File: config.mk
export PLATFORM = sky130hd
export DESIGN_NAME = clid_core
export DESIGN_NICKNAME = d
export VERILOG_FILES = /design/src/inc/clid_pkg.sv /design/src/core/clid_sync.sv /design/src/core/clid_ram.sv /design/src/core/clid_core.sv
export SDC_FILE = /design/constraint.sdc
export NUM_CORES = 2
export LEC_CHECK = 0
export ABC_AREA = 1
export BUFFER_PORTS_ARGS = -buffer_cell sky130_fd_sc_hd__buf_4
export CAP_MARGIN = 20
export CORE_MARGIN = 4
export CORE_UTILIZATION = 35
export CTS_BUF_LIST = sky130_fd_sc_hd__clkbuf_16
export DETAILED_ROUTE_END_ITERATION = 8
export GPL_ROUTABILITY_DRIVEN = 1
export PLACE_DENSITY = 0.45
export SLEW_MARGIN = 20
export SYNTH_ARGS = -nofsm -noshare
export SYNTH_HDL_FRONTEND = slang
export SYNTH_HIERARCHICAL = 1
export SYNTH_SLANG_ARGS = --single-unit
File: constraint.sdc
create_clock -name CLK_I -period 12.66 [get_ports CLK_I]
set_clock_uncertainty 0.1 [all_clocks]
set_input_delay 0.633 -clock CLK_I [delete_from_list [all_inputs] [get_ports CLK_I]]
set_output_delay 0.633 -clock CLK_I [all_outputs]
set_load 0.01 [all_outputs]
File: src/inc/clid_pkg.sv
/*
  Shared constants and types of the character display instruction decoder:
  field positions, address limits, reset values and
  execution timing derived from the internal oscillator rate.
  Assumes a single system clock at CLK_HZ; all timing counts derive from it.
*/
package clid_pkg;

    // system clock and internal oscillator rates
    localparam longint CLK_HZ = 10_000_000;
    localparam longint OSC_HZ = 270_000;
    localparam int OSC_DIV = int'(CLK_HZ / OSC_HZ);
    localparam logic [5:0] OSC_DIV_LAST = 6'(OSC_DIV - 1);

    // execution times in ns, as oscillator ticks rounded up
    localparam longint LONG_EXEC_NS = 1_520_000;
    localparam longint SHORT_EXEC_NS = 38_000;
    localparam longint NS_PER_S = 1_000_000_000;
    localparam logic [8:0] LONG_TICKS = 9'((LONG_EXEC_NS * OSC_HZ + NS_PER_S - 1) / NS_PER_S);
    localparam logic [8:0] SHORT_TICKS = 9'((SHORT_EXEC_NS * OSC_HZ + NS_PER_S - 1) / NS_PER_S);

    // cursor blink half period in oscillator ticks (default only)
    localparam int BLINK_HALF_TICKS_DEF = 110_000;

    // instruction byte bit positions
    localparam int B_IDSET = 1;   // entry mode: direction
    localparam int B_SHEN = 0;    // entry mode: shift enable
    localparam int B_DON = 2;     // on/off: display
    localparam int B_CON = 1;     // on/off: cursor
    localparam int B_BON = 0;     // on/off: blink
    localparam int B_SC = 3;      // shift: display/cursor select
    localparam int B_RL = 2;      // shift: right/left
    localparam int B_BW = 4;      // function set: bus width
    localparam int B_NL = 3;      // function set: line count
    localparam int B_FT = 2;      // function set: font
    localparam int B_BUSY = 7;    // status byte: busy flag

    // address map of the display ram
    localparam logic [6:0] AC_ZERO = 7'h00;
    localparam logic [6:0] L1_LAST_2L = 7'h27;
    localparam logic [6:0] L2_FIRST = 7'h40;
    localparam logic [6:0] L2_LAST_2L = 7'h67;
    localparam logic [6:0] LAST_1L = 7'h4f;
    localparam logic [6:0] SPAN_2L_LAST = 7'h27;  // shift wraps after 40 columns
    localparam logic [6:0] SPAN_1L_LAST = 7'h4f;  // shift wraps after 80 columns
    localparam logic [6:0] FILL_LAST = 7'h7f;
    localparam logic [7:0] SPACE_CODE = 8'h20;
    localparam logic [3:0] NIB_ZERO = 4'h0;

    // reset values of the mode flags
    localparam logic RST_INC = 1'b1;
    localparam logic RST_BUS8 = 1'b1;

    // synchronised pin group
    typedef struct packed {
        logic e;
        logic rs;
        logic rw;
        logic [7:0] db;
    } clid_pins_t;

    // display state seen by the pixel drive
    typedef struct packed {
        logic disp_on;
        logic cursor_on;
        logic blink_on;
        logic blink_solid;
        logic two_line;
        logic font_tall;
        logic bus8;
        logic [6:0] shift;
    } clid_view_t;

    typedef enum logic [3:0] {
        ST_IDLE = 4'b0001,
        ST_FILL = 4'b0010,
        ST_FETCH = 4'b0100,
        ST_LOAD = 4'b1000
    } clid_state_t;

endpackage : clid_pkg

File: src/core/clid_sync.sv
/*
  Two-flop synchroniser for a group of pins.
  Assumes inputs are asynchronous to CLK_I; the first stage feeds only the second.
*/
`timescale 1ns/1ps
module clid_sync #(
    parameter int W = 1
) (
    input wire logic clk_i,
    input wire logic rst_i,
    input wire logic [W-1:0] d_i,
    output logic [W-1:0] q_o
);

    logic [W-1:0] meta_ff;
    logic [W-1:0] sync_ff;

    // two stages, reset to zero
    always_ff @(posedge clk_i or posedge rst_i) begin
        if (rst_i) begin
            meta_ff <= '0;
            sync_ff <= '0;
        end else begin
            meta_ff <= d_i;
            sync_ff <= meta_ff;
        end
    end

    assign q_o = sync_ff;

endmodule : clid_sync

File: src/core/clid_ram.sv
/*
  Single-port synchronous ram with registered read data.
  Assumes one access per clock; read returns the old word on a same-address write.
*/
`timescale 1ns/1ps
module clid_ram #(
    parameter int AW = 7,
    parameter int DW = 8
) (
    input wire logic clk_i,
    input wire logic we_i,
    input wire logic [AW-1:0] addr_i,
    input wire logic [DW-1:0] wdata_i,
    output logic [DW-1:0] rdata_o
);

    logic [DW-1:0] mem [0:(1<<AW)-1];
    logic [DW-1:0] rdata_ff;

    // write port and registered read
    always_ff @(posedge clk_i) begin
        if (we_i) begin
            mem[addr_i] <= wdata_i;
        end
        rdata_ff <= mem[addr_i];
    end

    assign rdata_o = rdata_ff;

endmodule : clid_ram

File: src/core/clid_core.sv
/*
  Instruction decoder of a 16x2 character display controller: host pin
  interface (8 or 4 bit), instruction decode, address counter, shift state,
  display flags, display and pattern ram, busy timing.
  Assumes host pins are asynchronous and E pulses last at least 3 clocks.
*/
`timescale 1ns/1ps
module clid_core
    import clid_pkg::*;
#(
    parameter int BLINK_HALF_TICKS = BLINK_HALF_TICKS_DEF
) (
    input wire logic CLK_I,
    input wire logic RST_I,
    input wire logic BUS_E_I,
    input wire logic REG_SELECT_I,
    input wire logic BUS_RW_I,
    input wire logic [7:0] BUS_LINES_I,
    output logic [7:0] BUS_LINES_O,
    output logic BUS_LINES_OE_O,
    output logic BUSY_FLAG_O,
    output logic [6:0] ADDR_COUNTER_O,
    output clid_view_t DISPLAY_STATE_O
);

    // step the address counter with wrap per ram and line mode
    function automatic logic [6:0] step_ac(input logic [6:0] a, input logic up, input logic cg,
                                           input logic two);
        logic [6:0] r;
        r = a;
        if (cg) begin
            r = {1'b0, up ? 6'(a[5:0] + 6'h01) : 6'(a[5:0] - 6'h01)};
        end else if (two) begin
            // line one ends at column 40, then line two
            if (up) begin
                r = (a == L1_LAST_2L) ? L2_FIRST : (a == L2_LAST_2L) ? AC_ZERO : 7'(a + 7'h01);
            end else begin
                r = (a == L2_FIRST) ? L1_LAST_2L : (a == AC_ZERO) ? L2_LAST_2L : 7'(a - 7'h01);
            end
        end else begin
            if (up) begin
                r = (a == LAST_1L) ? AC_ZERO : 7'(a + 7'h01);
            end else begin
                r = (a == AC_ZERO) ? LAST_1L : 7'(a - 7'h01);
            end
        end
        return r;
    endfunction : step_ac

    // move the display window by one column; one offset serves both lines
    function automatic logic [6:0] step_shift(input logic [6:0] s, input logic left, input logic two);
        logic [6:0] last;
        logic [6:0] r;
        last = two ? SPAN_2L_LAST : SPAN_1L_LAST;
        if (left) begin
            r = (s == last) ? AC_ZERO : 7'(s + 7'h01);
        end else begin
            r = (s == AC_ZERO) ? last : 7'(s - 7'h01);
        end
        return r;
    endfunction : step_shift

    ////////////////////////////////////////////////////////////////////////
    // pin synchronisation and strobe edges

    clid_pins_t pins_raw;
    clid_pins_t pins_s;
    logic e_d_ff;
    logic e_rise;
    logic e_fall;

    assign pins_raw = '{e: BUS_E_I, rs: REG_SELECT_I, rw: BUS_RW_I, db: BUS_LINES_I};

    clid_sync #(.W($bits(clid_pins_t))) u_sync (
        .clk_i(CLK_I),
        .rst_i(RST_I),
        .d_i(pins_raw),
        .q_o(pins_s)
    );

    // previous strobe level for edge detection
    always_ff @(posedge CLK_I or posedge RST_I) begin
        if (RST_I) begin
            e_d_ff <= 1'b0;
        end else begin
            e_d_ff <= pins_s.e;
        end
    end

    assign e_rise = pins_s.e & ~e_d_ff;
    assign e_fall = ~pins_s.e & e_d_ff;

    ////////////////////////////////////////////////////////////////////////
    // state declarations

    clid_state_t state_ff;
    logic [6:0] ac_ff;
    logic cg_sel_ff;
    logic inc_ff;
    logic shen_ff;
    logic disp_on_ff;
    logic cursor_on_ff;
    logic blink_on_ff;
    logic bus8_ff;
    logic two_line_ff;
    logic font_ff;
    logic [6:0] shift_ff;
    logic [6:0] fill_cnt_ff;
    logic [8:0] busy_cnt_ff;
    logic [5:0] osc_cnt_ff;
    logic osc_tick;
    logic phase_ff;
    logic [3:0] hi_nib_ff;
    logic [7:0] rd_data_ff;
    logic [7:0] out_ff;
    logic oe_ff;
    logic busy;
    logic byte_done;
    logic [7:0] wr_byte;
    logic accept;

    // ram ports
    logic dd_we;
    logic cg_we;
    logic [6:0] dd_addr;
    logic [7:0] dd_wdata;
    logic [7:0] dd_rdata;
    logic [7:0] cg_rdata;

    assign busy = (busy_cnt_ff != 9'h000) || (state_ff != ST_IDLE);
    // a byte completes on every strobe in 8-bit mode, on the second one in 4-bit mode
    assign byte_done = e_fall & (bus8_ff | phase_ff);
    assign wr_byte = bus8_ff ? pins_s.db : {hi_nib_ff, pins_s.db[7:4]};
    // accesses during execution are dropped; status reads always go through
    assign accept = byte_done & ~busy;

    ////////////////////////////////////////////////////////////////////////
    // oscillator tick divider and busy timer

    always_ff @(posedge CLK_I or posedge RST_I) begin
        if (RST_I) begin
            osc_cnt_ff <= 6'h00;
        end else begin
            osc_cnt_ff <= (osc_cnt_ff == OSC_DIV_LAST) ? 6'h00 : 6'(osc_cnt_ff + 6'h01);
        end
    end

    assign osc_tick = (osc_cnt_ff == OSC_DIV_LAST);

    // load on acceptance, count down in oscillator ticks
    always_ff @(posedge CLK_I or posedge RST_I) begin
        if (RST_I) begin
            busy_cnt_ff <= 9'h000;
        end else if (accept && !(pins_s.rw && !pins_s.rs)) begin
            if (!pins_s.rs && !pins_s.rw && (wr_byte[7:2] == 6'h00) && (wr_byte[1:0] != 2'b00)) begin
                busy_cnt_ff <= LONG_TICKS;
            end else begin
                busy_cnt_ff <= SHORT_TICKS;
            end
        end else if (osc_tick && busy_cnt_ff != 9'h000) begin
            busy_cnt_ff <= 9'(busy_cnt_ff - 9'h001);
        end
    end

    ////////////////////////////////////////////////////////////////////////
    // nibble pairing for the narrow bus, high nibble first

    always_ff @(posedge CLK_I or posedge RST_I) begin
        if (RST_I) begin
            phase_ff <= 1'b0;
            hi_nib_ff <= NIB_ZERO;
        end else if (e_fall) begin
            if (bus8_ff) begin
                phase_ff <= 1'b0;
            end else begin
                phase_ff <= ~phase_ff;
                if (!phase_ff) begin
                    hi_nib_ff <= pins_s.db[7:4];
                end
            end
        end
    end

    ////////////////////////////////////////////////////////////////////////
    // read drive: status or data byte, captured at strobe rise

    always_ff @(posedge CLK_I or posedge RST_I) begin
        if (RST_I) begin
            out_ff <= 8'h00;
            oe_ff <= 1'b0;
        end else begin
            oe_ff <= pins_s.e & pins_s.rw;
            if (e_rise && pins_s.rw) begin
                // register select high reads ram, low reads status
                logic [7:0] b;
                b = pins_s.rs ? rd_data_ff : {busy, ac_ff};
                if (bus8_ff) begin
                    out_ff <= b;
                end else begin
                    out_ff <= {phase_ff ? b[3:0] : b[7:4], NIB_ZERO};
                end
            end
        end
    end

    assign BUS_LINES_O = out_ff;
    assign BUS_LINES_OE_O = oe_ff;

    ////////////////////////////////////////////////////////////////////////
    // instruction and data execution

    always_ff @(posedge CLK_I or posedge RST_I) begin
        if (RST_I) begin
            state_ff <= ST_IDLE;
            ac_ff <= AC_ZERO;
            cg_sel_ff <= 1'b0;
            inc_ff <= RST_INC;
            shen_ff <= 1'b0;
            disp_on_ff <= 1'b0;
            cursor_on_ff <= 1'b0;
            blink_on_ff <= 1'b0;
            bus8_ff <= RST_BUS8;
            two_line_ff <= 1'b0;
            font_ff <= 1'b0;
            shift_ff <= AC_ZERO;
            fill_cnt_ff <= AC_ZERO;
        end else begin
            unique case (state_ff)
                ST_IDLE: begin
                    if (accept && !pins_s.rs && !pins_s.rw) begin
                        // priority on the highest set bit
                        casez (wr_byte)
                            8'b1???????: begin
                                ac_ff <= wr_byte[6:0];
                                cg_sel_ff <= 1'b0;
                                state_ff <= ST_FETCH;
                            end
                            8'b01??????: begin
                                ac_ff <= {1'b0, wr_byte[5:0]};
                                cg_sel_ff <= 1'b1;
                                state_ff <= ST_FETCH;
                            end
                            8'b001?????: begin
                                bus8_ff <= wr_byte[B_BW];
                                two_line_ff <= wr_byte[B_NL];
                                font_ff <= wr_byte[B_FT];
                            end
                            8'b0001????: begin
                                if (wr_byte[B_SC]) begin
                                    // window moves, counter and ram untouched
                                    shift_ff <= step_shift(shift_ff, ~wr_byte[B_RL], two_line_ff);
                                end else begin
                                    ac_ff <= step_ac(ac_ff, wr_byte[B_RL], cg_sel_ff, two_line_ff);
                                    state_ff <= ST_FETCH;
                                end
                            end
                            8'b00001???: begin
                                disp_on_ff <= wr_byte[B_DON];
                                cursor_on_ff <= wr_byte[B_CON];
                                blink_on_ff <= wr_byte[B_BON];
                            end
                            8'b000001??: begin
                                inc_ff <= wr_byte[B_IDSET];
                                shen_ff <= wr_byte[B_SHEN];
                            end
                            8'b0000001?: begin
                                ac_ff <= AC_ZERO;
                                cg_sel_ff <= 1'b0;
                                shift_ff <= AC_ZERO;
                                state_ff <= ST_FETCH;
                            end
                            8'b00000001: begin
                                ac_ff <= AC_ZERO;
                                cg_sel_ff <= 1'b0;
                                inc_ff <= 1'b1;
                                shift_ff <= AC_ZERO;
                                fill_cnt_ff <= AC_ZERO;
                                state_ff <= ST_FILL;
                            end
                            default: begin
                                // all-zero byte is no instruction
                            end
                        endcase
                    end else if (accept && pins_s.rs) begin
                        // write or read: step counter, refresh the read register
                        ac_ff <= step_ac(ac_ff, inc_ff, cg_sel_ff, two_line_ff);
                        if (!pins_s.rw && shen_ff && !cg_sel_ff) begin
                            shift_ff <= step_shift(shift_ff, inc_ff, two_line_ff);
                        end
                        state_ff <= ST_FETCH;
                    end
                end
                ST_FILL: begin
                    fill_cnt_ff <= 7'(fill_cnt_ff + 7'h01);
                    if (fill_cnt_ff == FILL_LAST) begin
                        state_ff <= ST_FETCH;
                    end
                end
                ST_FETCH: begin
                    state_ff <= ST_LOAD;
                end
                ST_LOAD: begin
                    state_ff <= ST_IDLE;
                end
            endcase
        end
    end

    ////////////////////////////////////////////////////////////////////////
    // read register: prefetched after address set, cursor move and each access

    always_ff @(posedge CLK_I or posedge RST_I) begin
        if (RST_I) begin
            rd_data_ff <= 8'h00;
        end else if (state_ff == ST_LOAD) begin
            rd_data_ff <= cg_sel_ff ? cg_rdata : dd_rdata;
        end
    end

    ////////////////////////////////////////////////////////////////////////
    // rams; the fill sweep owns the display ram while clearing

    assign dd_we = (state_ff == ST_FILL) || (accept && pins_s.rs && !pins_s.rw && !cg_sel_ff);
    assign cg_we = accept && pins_s.rs && !pins_s.rw && cg_sel_ff;
    assign dd_addr = (state_ff == ST_FILL) ? fill_cnt_ff : ac_ff;
    assign dd_wdata = (state_ff == ST_FILL) ? SPACE_CODE : wr_byte;

    clid_ram #(.AW(7), .DW(8)) u_display_ram (
        .clk_i(CLK_I),
        .we_i(dd_we),
        .addr_i(dd_addr),
        .wdata_i(dd_wdata),
        .rdata_o(dd_rdata)
    );

    clid_ram #(.AW(6), .DW(8)) u_pattern_ram (
        .clk_i(CLK_I),
        .we_i(cg_we),
        .addr_i(ac_ff[5:0]),
        .wdata_i(wr_byte),
        .rdata_o(cg_rdata)
    );

    ////////////////////////////////////////////////////////////////////////
    // cursor blink timing, in oscillator ticks

    logic [16:0] blink_cnt_ff;
    logic blink_phase_ff;
    logic blink_solid_ff;

    always_ff @(posedge CLK_I or posedge RST_I) begin
        if (RST_I) begin
            blink_cnt_ff <= 17'h00000;
            blink_phase_ff <= 1'b0;
            blink_solid_ff <= 1'b0;
        end else begin
            if (osc_tick) begin
                if (blink_cnt_ff == 17'(BLINK_HALF_TICKS - 1)) begin
                    blink_cnt_ff <= 17'h00000;
                    blink_phase_ff <= ~blink_phase_ff;
                end else begin
                    blink_cnt_ff <= 17'(blink_cnt_ff + 17'h00001);
                end
            end
            // cursor cell shows all dots on one half, character on the other
            blink_solid_ff <= disp_on_ff & blink_on_ff & blink_phase_ff;
        end
    end

    ////////////////////////////////////////////////////////////////////////
    // outputs

    assign BUSY_FLAG_O = busy;
    assign ADDR_COUNTER_O = ac_ff;
    assign DISPLAY_STATE_O = '{disp_on: disp_on_ff, cursor_on: cursor_on_ff & disp_on_ff,
                               blink_on: blink_on_ff, blink_solid: blink_solid_ff,
                               two_line: two_line_ff, font_tall: font_ff, bus8: bus8_ff,
                               shift: shift_ff};

endmodule : clid_core

==> flow_summary.json <==
{
  "ys_seq_area_share_pct": 67.3,
  "finalCriticalPeriod_ps": 5580,
  "worst-slew-pin-transition_ps": 1140,
  "final-max-slew-violation-count": 0,
  "cts_sinks": 1665,
  "path_clk_slew_ps": 50,
  "total_power_uw": 13800,
  "dieArea_mm2": 0.216,
  "syn_area_per_cell_um2": 9.64,
  "placed_cell_area_mm2": 0.0759,
  "numCtsBuffers": 185,
  "wire_per_inst_um": 21.0,
  "nNetsFinal": 7582,
  "hold_path_class": "flop to flop",
  "tns_ps": 0,
  "final_cell_mix": "nand2_1, edfxtp_1, nor2_1",
  "rsz0062_at_grt": "false",
  "hold_viol_final": 0,
  "synth_seq_cells": 1665,
  "endpoint_kind": "flop",
  "area_growth_pct": 11.8,
  "ys.flop_type": "edfxtp_1",
  "cts.htree.levels": 4,
  "cp-start-kind": "flop",
  "routed_wl_um": 220000,
  "die_y_um": 465,
  "pin_count": 44,
  "drt_iter0_markers": 4010,
  "intPower_uw": 9720,
  "hpwl_um": 129000,
  "core_area_mm2": 0.207,
  "first_pass_iters": 6,
  "ys_async_sr_fraction_pct": 6.79,
  "period_share_pct": 44.1,
  "grt_pass1_vias": 49700,
  "grt_overflow": 0,
  "ctsHoldBuffers": 12,
  "io_buffers": 43,
  "fmax_mhz": 179,
  "setup_violations": 0,
  "vias": 50600,
  "netlist_instances": 7587,
  "p_seq_share_pct": 46.4,
  "ys_warn_count": 6,
  "p_clk_share_pct": 37.3,
  "switching_power_uw": 4080,
  "cellPowerDensity_mw_per_mm2": 169,
  "synth_area_mm2": 0.0732,
  "antenna_found_initial": 5,
  "final_common_cell": "nand2_1",
  "fillers": 20700,
  "crit_type": "flop to flop",
  "synth-edff-count": 1536,
  "drive_gt1_share_pct": 6.14,
  "path_max_fanout": 71,
  "slew_headroom_pct": 23.9,
  "initial_core_util_pct": 35.3,
  "p_leak_uw": 0.0340,
  "cap_violations": 0,
  "arrival_ps": 6210,
  "synth_cell_types": 51,
  "peakVddDrop_v": 0.000150,
  "row_count": 167,
  "clk_latency_ps": 790,
  "grt_max_degree": 192,
  "switching_share_pct": 29.6,
  "cts_resized": 0,
  "track_usage_pct": 20.1,
  "syn_nets": 7611,
  "viasPerCell": 4.82,
  "required_ps": 13290,
  "outcome": "complete, no violations",
  "cts_setup_buffers": 0,
  "power_frac_comb_pct": 16.4,
  "max-clock-path-buffers": 3,
  "root_buffer": "clkbuf_16",
  "place.gp.congestion": 0.829,
  "die_w_um": 465,
  "cts_tree": "yes",
  "stdcell_area_mm2": 0.0818,
  "drc_errors": 0,
  "drtAntennaViolNets": 0,
  "grt_pass1_wl_um": 329000
}
==> state kept, by name, summed over array words and instances (netlist names), 4 cells and up <==
signal                 cells
u_display_ram/mem       1024
u_pattern_ram/mem        512
blink_cnt_ff              17
u_sync/meta_ff            11
u_sync/q_o                11
busy_cnt_ff                9
BUS_LINES_O                8
rd_data_ff                 8
u_display_ram/rdata_o      8
u_pattern_ram/rdata_o      8
ADDR_COUNTER_O             7
fill_cnt_ff                7
shift_ff                   7
osc_cnt_ff                 6
hi_nib_ff                  4
state_ff                   4
==> routing by layer <==
layer / GRT usage (%) / vias to the layer above / wire length (um)
met4: 5.51 / 2 / 5750
met5: 0 / - / 13
met2: 33.3 / 1118 / 105000
li1: - / 24400 / -
met1: 27.5 / 24800 / 99400
met3: 2.92 / 270 / 10100
==> cells in the mapped netlist (9+ instances only) <==
cell type | number | area [um^2]
a21oi_1 | 29 | 145
a31oi_1 | 11 | 68.8
buf_1 | 21 | 78.8
buf_2 | 190 | 951
buf_4 | 48 | 360
buf_6 | 19 | 214
clkbuf_1 | 72 | 270
dfrtp_1 | 110 | 2750
dfxtp_1 | 16 | 320
edfxtp_1 | 1536 | 46100
ha_1 | 11 | 138
inv_1 | 205 | 769
inv_2 | 10 | 37.5
nand2_1 | 4458 | 16700
nand2_2 | 12 | 75.1
nand3_1 | 134 | 671
nand4_1 | 32 | 200
nor2_1 | 448 | 1680
nor2_2 | 11 | 68.8
nor3_1 | 16 | 80.1
nor3_2 | 9 | 90.1
o211ai_1 | 11 | 82.6
o21ai_0 | 70 | 350
o21ai_1 | 13 | 65.1
or2_2 | 13 | 81.3
xor2_1 | 18 | 158
==> power by group through the flow <==
stage / Combinational [uW] / Sequential (uW) / Clock [uW]
after floorplan: 1420 / 6450 / 0
after global placement: 2300 / 6520 / 0
final: 2260 / 6400 / 5150
after CTS: 2300 / 6400 / 5280
after detailed placement: 2290 / 6520 / 0
after global routing: 2520 / 6400 / 5520
==> worst paths after layout <==
check | start | endpoint | slack (ps) | cells after the start
setup / recovery | state_ff[3] | u_display_ram/rdata_o[7] | 7080 | 22
hold / removal | u_sync/meta_ff[9] | u_sync/q_o[9] | 250 | 0
setup reg to reg | state_ff[3] | u_display_ram/rdata_o[7] | 7080 | 22
hold reg to reg | u_sync/meta_ff[9] | u_sync/q_o[9] | 250 | 0
max in group asynchronous | RST_I | ADDR_COUNTER_O[1] | 10800 | 4
min in group asynchronous | RST_I | BUS_LINES_OE_O | 360 | 3
==> area by class of cell <==
class                           count  area, um^2  area share (%)
Timing Repair Buffer              134        1090            1.33
Tap cell                         2788        3490            4.26
Sequential cell                  1665       49300            60.3
Inverter                          220         862            1.05
Clock buffer                      188        4700            5.75
Clock inverter                    148        1010            1.24
Antenna cell                        6        15.0          0.0184
Multi-Input combinational cell   5352       21300            26.1
==> stage by stage <==
stage          std cells  util (%)  hold WS, ps  worst slack (ps)
2_1_floorplan       7587         -          231              6950
3_3_place_gp       10100      36.6          234              7200
3_5_place_dp       10100      36.6          236              7170
4_1_cts            10500      39.4          248              7130
5_1_grt            10500      39.4          251              6680
6_report           10500      39.4          246              7080
==> cell families (layout without fill, tap and decap cells) <==
group	Yosys count	count (layout)	synth area share (%)
xor gates and xnor gates	24	24	0.287
other	0	6	0
AOI/OAI and AO/OA	149	149	1.14
and+or+nand+nor	5167	5167	27.3
adders and majority gates	11	11	0.188
muxes	1	1	0.0154
buffers and inverters	570	690	3.69
DFF	1665	1665	67.3
==> worst max-delay path: stages (launching register included) <==
cell and delay (ps):
dfrtp_1 370, inv_1 110, nand2_1 130, nor3_2 120, buf_4 390, nand2_1 160
o21ai_4 80, buf_4 650, buf_4 760, buf_4 670, buf_4 700, nand2_1 100
nand2_1 100, nand2_1 60, nand2_1 130, nand2_1 60, nand2_1 150, nand2_1 70
nand2_1 90, nor2_1 40, nor2_1 200, nor2_1 70, nand2_1 60
(Power assumes the default switching activity.)
